==> src/verilog/watchdog_regs.svh <==
`ifndef WATCHDOG_REGS_SVH
`define WATCHDOG_REGS_SVH

// counter geometry
`define WD_CNT_W        29
`define WD_SET_W        12
`define WD_LOW_W        17
`define WD_LOW_CONST    17'h00008
// status word layout
`define WD_STAT_W       30
`define WD_STAT_EN_BIT  29
// oscillator and clock figures
`define WD_OSC_KHZ      10000
`define WD_SYS_KHZ      40000
`define WD_DIV_W        2
`define WD_DIV_LAST     2'h3
// reload strobe least width
`define WD_RELOAD_NS    250
`define WD_SYS_NS       25
`define WD_RELOAD_CYC   ((`WD_RELOAD_NS + `WD_SYS_NS - 1) / `WD_SYS_NS)
`define WD_FILT_W       4
`define WD_ZERO29       29'h00000000

`endif

==> src/verilog/watchdog_pkg.sv <==
package watchdog_pkg;
   typedef enum logic [1:0] {
      ST_CONFIG  = 2'b00,
      ST_FACTORY = 2'b01,
      ST_RUN     = 2'b10,
      ST_EXPIRED = 2'b11
   } wd_state_t;
endpackage : watchdog_pkg

==> src/verilog/wd_tick_if.sv <==
`timescale 1ns/1ps
interface wd_tick_if;
   logic tick;
   modport src (output tick);
   modport dst (input  tick);
endinterface : wd_tick_if

==> src/verilog/wd_osc_divider.sv <==
`timescale 1ns/1ps
`include "watchdog_regs.svh"
module wd_osc_divider (
   input  wire logic clk_sys_i,
   input  wire logic arst_n_i,
   wd_tick_if.src    tick_bus
);
   logic [`WD_DIV_W-1:0] div_cnt;
   logic                 tick_r;
   wire                  wrap = (div_cnt == `WD_DIV_LAST);

   // one pulse per oscillator period
   always_ff @(posedge clk_sys_i or negedge arst_n_i) begin
      if (!arst_n_i) begin
         div_cnt <= '0;
         tick_r  <= 1'b0;
      end else begin
         div_cnt <= wrap ? '0 : div_cnt + 1'b1;
         tick_r  <= wrap;
      end
   end
   assign tick_bus.tick = tick_r;
endmodule : wd_osc_divider

==> src/verilog/application_watchdog_timer.sv <==
// What this block does
// - down-counter starts from factory-loaded timeout setting
// - counter is 29 bits wide
// - start value is setting joined with 17-bit constant
// - decrement on 10 MHz oscillator tick only
// - counting begins once application reaches user mode
// - expiry raises internal timeout indication
// - timeout sets flag then loads factory image
// - inactive throughout configuration cycle
// - always disabled while factory image runs
// - status reports enable bit 29, value below
`timescale 1ns/1ps
`include "watchdog_regs.svh"
module application_watchdog_timer
   import watchdog_pkg::*;
(
   input  wire logic                   clk_sys_i,
   input  wire logic                   arst_n_i,
   input  wire logic [`WD_SET_W-1:0]   timeout_setting_i,
   input  wire logic                   config_done_i,
   input  wire logic                   factory_image_i,
   input  wire logic                   watchdog_reload_n_i,
   input  wire logic                   timeout_flag_clear_i,
   output logic                        timeout_pulse_o,
   output logic                        watchdog_timeout_flag_o,
   output logic                        load_factory_o,
   output logic [`WD_STAT_W-1:0]       app_status_o
);
   wd_tick_if tick_bus ();

   // counter and start value
   logic [`WD_CNT_W-1:0]   count;
   logic [`WD_CNT_W-1:0]   start_value;

   // synchroniser stages
   logic                   reload_s1;
   logic                   reload_s2;
   logic                   done_s1;
   logic                   done_s2;
   logic                   fact_s1;
   logic                   fact_s2;

   // reload strobe width filter
   logic [`WD_FILT_W-1:0]  low_cnt;
   logic                   reload_seen;

   // mode state
   wd_state_t              state;
   wd_state_t              next_state;

   // oscillator tick from the system clock
   wd_osc_divider u_div (
      .clk_sys_i (clk_sys_i),
      .arst_n_i  (arst_n_i),
      .tick_bus  (tick_bus.src)
   );

   // oscillator tick, one cycle per period
   wire tick = tick_bus.tick;

   // reload strobe synchroniser, idles high
   always_ff @(posedge clk_sys_i or negedge arst_n_i) begin
      if (!arst_n_i) begin
         reload_s1 <= 1'b1;
         reload_s2 <= 1'b1;
      end else begin
         reload_s1 <= watchdog_reload_n_i;
         reload_s2 <= reload_s1;
      end
   end

   // configuration done synchroniser
   always_ff @(posedge clk_sys_i or negedge arst_n_i) begin
      if (!arst_n_i) begin
         done_s1 <= 1'b0;
         done_s2 <= 1'b0;
      end else begin
         done_s1 <= config_done_i;
         done_s2 <= done_s1;
      end
   end

   // factory image synchroniser
   always_ff @(posedge clk_sys_i or negedge arst_n_i) begin
      if (!arst_n_i) begin
         fact_s1 <= 1'b0;
         fact_s2 <= 1'b0;
      end else begin
         fact_s1 <= factory_image_i;
         fact_s2 <= fact_s1;
      end
   end

   // accept on the last cycle of the least strobe width
   wire low_long = (low_cnt >= `WD_FILT_W'(`WD_RELOAD_CYC - 1));
   wire accept   = !reload_s2 && low_long && !reload_seen;

   // count low cycles; one accept per low phase
   always_ff @(posedge clk_sys_i or negedge arst_n_i) begin
      if (!arst_n_i) begin
         low_cnt     <= '0;
         reload_seen <= 1'b0;
      end else if (reload_s2) begin
         low_cnt     <= '0;
         reload_seen <= 1'b0;
      end else begin
         if (!low_long) begin
            low_cnt <= low_cnt + 1'b1;
         end
         if (accept) begin
            reload_seen <= 1'b1;
         end
      end
   end

   // start value: 12 set bits over fixed low constant
   assign start_value = {timeout_setting_i, `WD_LOW_CONST};

   // mode decode; a reload in the expiry cycle wins
   wire user_app = done_s2 && !fact_s2;
   wire at_zero  = (count == `WD_ZERO29);
   wire run      = (state == ST_RUN);
   wire expire   = run && tick && at_zero && !accept;

   // next state
   always_comb begin
      next_state = state;
      case (state)
         ST_CONFIG: begin
            if (done_s2) begin
               next_state = fact_s2 ? ST_FACTORY : ST_RUN;
            end
         end
         ST_FACTORY: begin
            if (!done_s2) begin
               next_state = ST_CONFIG;
            end
         end
         ST_RUN: begin
            if (!user_app) begin
               next_state = ST_CONFIG;
            end else if (expire) begin
               next_state = ST_EXPIRED;
            end
         end
         ST_EXPIRED: begin
            if (fact_s2 || !done_s2) begin
               next_state = ST_CONFIG;
            end
         end
         default: begin
            next_state = ST_CONFIG;
         end
      endcase
   end

   // state register
   always_ff @(posedge clk_sys_i or negedge arst_n_i) begin
      if (!arst_n_i) begin
         state <= ST_CONFIG;
      end else begin
         state <= next_state;
      end
   end

   // counter: load outside run or on reload, decrement on tick
   always_ff @(posedge clk_sys_i or negedge arst_n_i) begin
      if (!arst_n_i) begin
         count <= '0;
      end else if (!run) begin
         count <= start_value;
      end else if (accept) begin
         count <= start_value;
      end else if (tick && !at_zero) begin
         count <= count - 1'b1;
      end
   end

   // one-cycle expiry pulse
   always_ff @(posedge clk_sys_i or negedge arst_n_i) begin
      if (!arst_n_i) begin
         timeout_pulse_o <= 1'b0;
      end else begin
         timeout_pulse_o <= expire;
      end
   end

   // sticky timeout flag: set beats clear
   always_ff @(posedge clk_sys_i or negedge arst_n_i) begin
      if (!arst_n_i) begin
         watchdog_timeout_flag_o <= 1'b0;
      end else if (expire) begin
         watchdog_timeout_flag_o <= 1'b1;
      end else if (timeout_flag_clear_i) begin
         watchdog_timeout_flag_o <= 1'b0;
      end
   end

   // factory reload request while expired
   always_ff @(posedge clk_sys_i or negedge arst_n_i) begin
      if (!arst_n_i) begin
         load_factory_o <= 1'b0;
      end else begin
         load_factory_o <= (state == ST_EXPIRED);
      end
   end

   // status word: enable bit and full timeout value
   always_ff @(posedge clk_sys_i or negedge arst_n_i) begin
      if (!arst_n_i) begin
         app_status_o <= '0;
      end else begin
         app_status_o <= {run, start_value};
      end
   end
endmodule : application_watchdog_timer

==> config.mk <==
export PLATFORM = sky130hd
export DESIGN_NAME = application_watchdog_timer
export DESIGN_NICKNAME = d
export VERILOG_FILES = /design/src/verilog/watchdog_pkg.sv /design/src/verilog/wd_tick_if.sv /design/src/verilog/wd_osc_divider.sv /design/src/verilog/application_watchdog_timer.sv
export VERILOG_INCLUDE_DIRS = /design/src /design/src/verilog
export SDC_FILE = /design/constraint.sdc
export NUM_CORES = 1
export LEC_CHECK = 0
export BUFFER_PORTS_ARGS = -buffer_cell sky130_fd_sc_hd__buf_2
export CORE_ASPECT_RATIO = 0.6
export CORE_MARGIN = 5
export CORE_UTILIZATION = 35
export DETAILED_ROUTE_END_ITERATION = 7
export REMOVE_ABC_BUFFERS = 1
export SETUP_SLACK_MARGIN = 0.15
export SLEW_MARGIN = 30
export SYNTH_ARGS = -nofsm -noshare
export SYNTH_HDL_FRONTEND = slang
export SYNTH_HIERARCHICAL = 1
export SYNTH_SLANG_ARGS = --single-unit
==> constraint.sdc <==
create_clock -name clk_sys_i -period 6 [get_ports clk_sys_i]
set_input_delay 1.2 -clock clk_sys_i [delete_from_list [all_inputs] [get_ports clk_sys_i]]
set_output_delay 1.2 -clock clk_sys_i [all_outputs]
set_load 0.005 [all_outputs]
Yosys cells after proc, flatten, opt, wreduce, memory -nomap -nowiden

Index checks and enable logic that the tools add are counted.

Register bits after elaboration: 62

Reductions and logical operators: 19
Add/sub/neg operators: 3
Magnitude comparators: 1
Muxes and demuxes: 17
Equal/unequal tests: 10

Operators with widths:

| operator              | count |
|---|---|
| $mux 29               | 3 |
| $logic_not 29->1      | 1 |
| $sub 29x1->29 const B | 1 |
| $mux 2                | 7 |
| $mux 4                | 2 |
| $ne 2x2->1 const B    | 4 |
| $pmux 2 s4            | 1 |
| $logic_and 1x1->1     | 7 |
| $eq 2x2->1 const B    | 3 |
| $logic_not 1->1       | 6 |
| $ne 3x2->1 const B    | 2 |
| $add 4x1->4 const B   | 1 |
| $ge 4x4->1 const B    | 1 |
| $mux 1                | 4 |
| $reduce_and 4->1      | 1 |
| $reduce_bool 2->1     | 2 |
| $add 2x1->2 const B   | 1 |
| $eq 2x1->1 const B    | 1 |
| $logic_not 2->1       | 1 |
| $logic_or 1x1->1      | 1 |

Longest topological paths before layout

Word-level depth: 8
Mapped depth: 8
Mapped depth without buffers: 7

Hierarchy

Netlist, hierarchy kept.

By module, submodules not included:

| module                     | instances | sequential area each (um2) | cells an instance | area an instance (um2) |
|---|---|---|---|---|
| application_watchdog_timer | 1         | 1,478.9                    | 271               | 2,895.3 |
| wd_osc_divider             | 1         | 75.1                       | 5                 | 91.3 |

Least setup slack after synthesis

OpenSTA, ideal clock, no wires.

Path type: reg-to-reg
From: register low_cnt[0]
To: register count[20]
Slack: 3.997 ns
Data arrival time: 1.934 ns
Period minus slack after synthesis: 2.003 ns
Library setup time: 0.069 ns
Cell stages (with the launch flop): 7
Cells stage by stage: dfrtp_1 -> ha_1 -> or3b_1 -> a311oi_1 -> clkbuf_1 -> nand4b_1 -> nand3_1

Longest elaborated chain between the ends: 5

Ends and longest elaborated chain:

| item                              | line                              | source |
|---|---|---|
| start, declared                   | application_watchdog_timer.sv:44  | `` logic [`WD_FILT_W-1:0] low_cnt; `` |
| start signal, assigned            | application_watchdog_timer.sv:108 | `low_cnt <= low_cnt + 1'b1;` |
| $ge 4x4->1 *                      | application_watchdog_timer.sv:95  | `` wire low_long = (low_cnt >= `WD_FILT_W'(`WD_RELOAD_CYC - 1)); `` |
| $logic_and 1x1->1 * (2 in series) | application_watchdog_timer.sv:96  | `wire accept = !reload_s2 && low_long && !reload_seen;` |
| $mux 29                           | application_watchdog_timer.sv:172 | `end else if (accept) begin` |
| $mux 29                           | application_watchdog_timer.sv:170 | `end else if (!run) begin` |
| end signal, assigned              | application_watchdog_timer.sv:171 | `count <= start_value;` |
| end signal, assigned              | application_watchdog_timer.sv:173 | `count <= start_value;` |
| end signal, assigned              | application_watchdog_timer.sv:175 | `count <= count - 1'b1;` |
| end, declared                     | application_watchdog_timer.sv:32  | `` logic [`WD_CNT_W-1:0] count; `` |

Every way passes the cells marked *; elsewhere a longest branch is shown, timed or not.
A chain may end at the register's enable or synchronous reset.

Worst setup path in the final report

From: register count[13]
To: register count[17]

Longest elaborated chain between the ends: 4

Ends and longest elaborated chain:

| item                                                     | line                                                                 | source |
|---|---|---|
| $sub 29x1->29 / $logic_not 29->1 (equally long branches) | n/a                                                                  |  |
| $mux 29 / $logic_not 1->1 (equally long branches)        | application_watchdog_timer.sv:174                                    | `end else if (tick && !at_zero) begin` |
| $mux 29 / $logic_and 1x1->1 (equally long branches)      | application_watchdog_timer.sv:172, application_watchdog_timer.sv:174 |  |
| $mux 29 / $ne 3x2->1 (equally long branches)             | n/a                                                                  |  |

Several ways; a longest one is shown, not always the timed one. The select of a mux whose other input is x is not followed.

==> qor.csv <==
metric;value;unit
dieArea;0.0105;sq mm
coreArea;0.00843;sq mm
r2r_start;count[13];
rows;26;
path_class;reg -> reg;
start_kind;flip-flop;
grt_pass1_wl;10.5;mm
grt_pass1_vias;2037;
first_pass_iters;4;
ys.warnings.count;6;
drv_cap;0;
diodes;0;
r2r-end;count[17];
syn_area_per_cell;10.8;sq um
syn_area;0.00299;sq mm
dp_cells;416;
drc_errors;0;
tightest_slew;786;ps
area_growth;18.2;%
cts.clk_slew.worst_paths;50;ps
hp-start;done_s1;
root_buffer;clkbuf_16;
track_usage;13.2;%
clock_skew;9.13;ps
first_iter_violations;134;
p_leak;1.51;nW
rsz0062_at_grt;no;
clock_latency;330;ps
rr_worst_depth;5;
netlist-cell-type-count;50;
synthCells;276;
final.fill_count;821;
dr_wl_met3;341;um
dp_slack;3410;ps
routed.top_layer;met4;
crit_arrival;2680;ps
clock.fmax;407;MHz
grt_max_degree;63;
vdd_ir_drop_max;0.000114;V
synth_edf_count;0;
gp_congestion;0.784;
crit_end;count[17];
maxSlewViolCount;0;
finalSetupTns;0;ps
crit_path_max_fanout;16;
cts.sink_count;62;
r2r_setup_slack;3540;ps
cp-end-kind;flip-flop;
cts_setup_buffers;0;
h-tree-depth;3;
status;complete, no violations;
cts_tree;built;
drt-met1-wl;3.35;mm
dieHeight;81.6;um
fin_crit_sh;41.0;%
numCtsBuffers;9;
start_util;35.4;%
dpl-instance-area;0.00324;sq mm
die_x;129;um
vias_per_cell;5.08;
setup_slack;3540;ps
post_drt_wl_per_cell;14.9;um
cts.repair.resized;0;
relSlewSlack;47.6;%
ant_nets;0;
holdBufCountCts;0;
cts_buffer_depth;2;
dp_hpwl;4.42;mm
async_flop_share;100;%
yosysSeqAreaShare;52.0;%
min_period;2460;ps
ys_ff_latch;62;
dr_wl_met2;2.61;mm
crit_start;count[13];
fin_area;0.00353;sq mm
drive_above_1_share;23.5;%
overflow;0;
ios;51;
antenna_found_initial;0;
power.density;293;mW/mm^2
drt-total-wl;6.41;mm
required;6220;ps
stdcell_count;431;
portBuffers;34;
fin_nets;339;
num_vias;2190;
setup_viol;0;
hold_class;reg -> reg;
finalHoldViolCount;0;
synth_flop_cell;dfrtp_1;
## cell usage in the layout, fill, tap and decap left out, drive strengths merged, types with 2 or more instances in the layout
cell type,synthesis,routed
conb,2,17
nand4,8,8
nor4,11,11
or4,13,13
nand2b,3,3
o311ai,2,2
nor3,5,5
o211ai,6,6
xor2,10,10
clkbuf,4,11
a31oi,2,2
ha,6,6
inv,9,9
nand4b,2,2
clkinv,0,2
buf,20,37
nand3,8,8
o2111ai,3,3
nand2,22,22
or3,12,12
a21o,2,2
xnor2,3,3
dfrtp,60,60
o41ai,2,2
dfstp,2,2
o31ai,5,5
o21ai,17,17
nor2,16,16
a21oi,10,10
## cells in the mapped netlist (all sizes together) (2+ instances only)
cell	count	area, sq um
dfrtp	60	1500
a31oi	2	12.5
ha	6	75.1
nand4	8	50.1
nand3	8	40.0
or4	13	106
nor4	11	141
clkbuf	4	15.0
o311ai	2	17.5
o31ai	5	37.5
a21o	2	15.0
buf	20	139
nor3	5	25.0
nand2b	3	18.8
inv	9	33.8
o21ai	17	88.8
a21oi	10	50.1
or3	12	86.3
conb	2	7.51
o211ai	6	45.0
o2111ai	3	26.3
xnor2	3	26.3
nand4b	2	17.5
dfstp	2	52.6
nor2	16	60.1
xor2	10	87.6
nand2	22	85.1
o41ai	2	17.5
## kinds of logic after synthesis
logic type / count (synthesis) / synth area share, %
and+or+nand+nor: 106 / 23.3
DFF: 62 / 52.0
AOI/OAI and AO/OA: 54 / 11.8
buffers and inverters: 33 / 6.28
xor gates and xnor gates: 13 / 3.81
adders and majority gates: 6 / 2.51
other: 2 / 0.251
## critical path, cell delays in order, from the launching register on
cell      delay [ps]
dfrtp_1          420
nor4_1           660
nand4_1          360
o21ai_2          580
o311ai_0         200
o21a_1           140
## state kept, by name, indices dropped and copies added (netlist names)
register                 flops
u_div/div_cnt                2
reload_seen                  1
fact_s1                      1
u_div/tick_bus.tick          1
count                       29
done_s1                      1
low_cnt                      4
reload_s1                    1
timeout_pulse_o              1
watchdog_timeout_flag_o      1
done_s2                      1
app_status_o                14
fact_s2                      1
reload_s2                    1
state                        2
load_factory_o               1
## routing by layer
layer  GRT usage, %  vias up
met2           16.8       46
met5              0        -
met3           5.00        7
met1           19.4     1066
li1               -     1071
met4           5.66        0
## stage by stage
stage	hold WS [ps]	utilization, %	total power [W]
after global routing	362	41.9	0.00108
final	350	41.9	0.00103
after floorplan	331	-	0.000497
after global placement	337	38.4	0.000531
after detailed placement	339	38.4	0.000533
after CTS	351	41.8	0.00105
## worst min path at each step
| stage | endpoint | slack (ps) | depth (start not counted) |
|---|---|---|---|
| 6_report | done_s2 | 350 | 0 |
| 5_1_grt | fact_s2 | 360 | 0 |
| 4_1_cts | done_s2 | 350 | 0 |
| 3_5_place_dp | done_s2 | 340 | 0 |
| 3_3_place_gp | done_s2 | 340 | 0 |
| 2_1_floorplan | done_s2 | 330 | 0 |
## final cells by class
cell class              instances  area (sq um)  share of cell area (%)
well taps                     112           140                    3.97
multi-input cells             196          1320                    37.4
clock inverters                 4          47.5                    1.35
repair buffers                 37           193                    5.46
flip-flops and latches         62          1550                    44.0
inverters                       9          33.8                   0.957
clock buffers                  11           243                    6.88
## power by group
| part | internal [W] | switching (W) |
|---|---|---|
| combinational | 0.0000264 | 0.0000436 |
| clock | 0.000328 | 0.000180 |
| sequential | 0.000438 | 0.0000177 |
| total | 0.000792 | 0.000242 |
(Power assumes the default switching activity.)
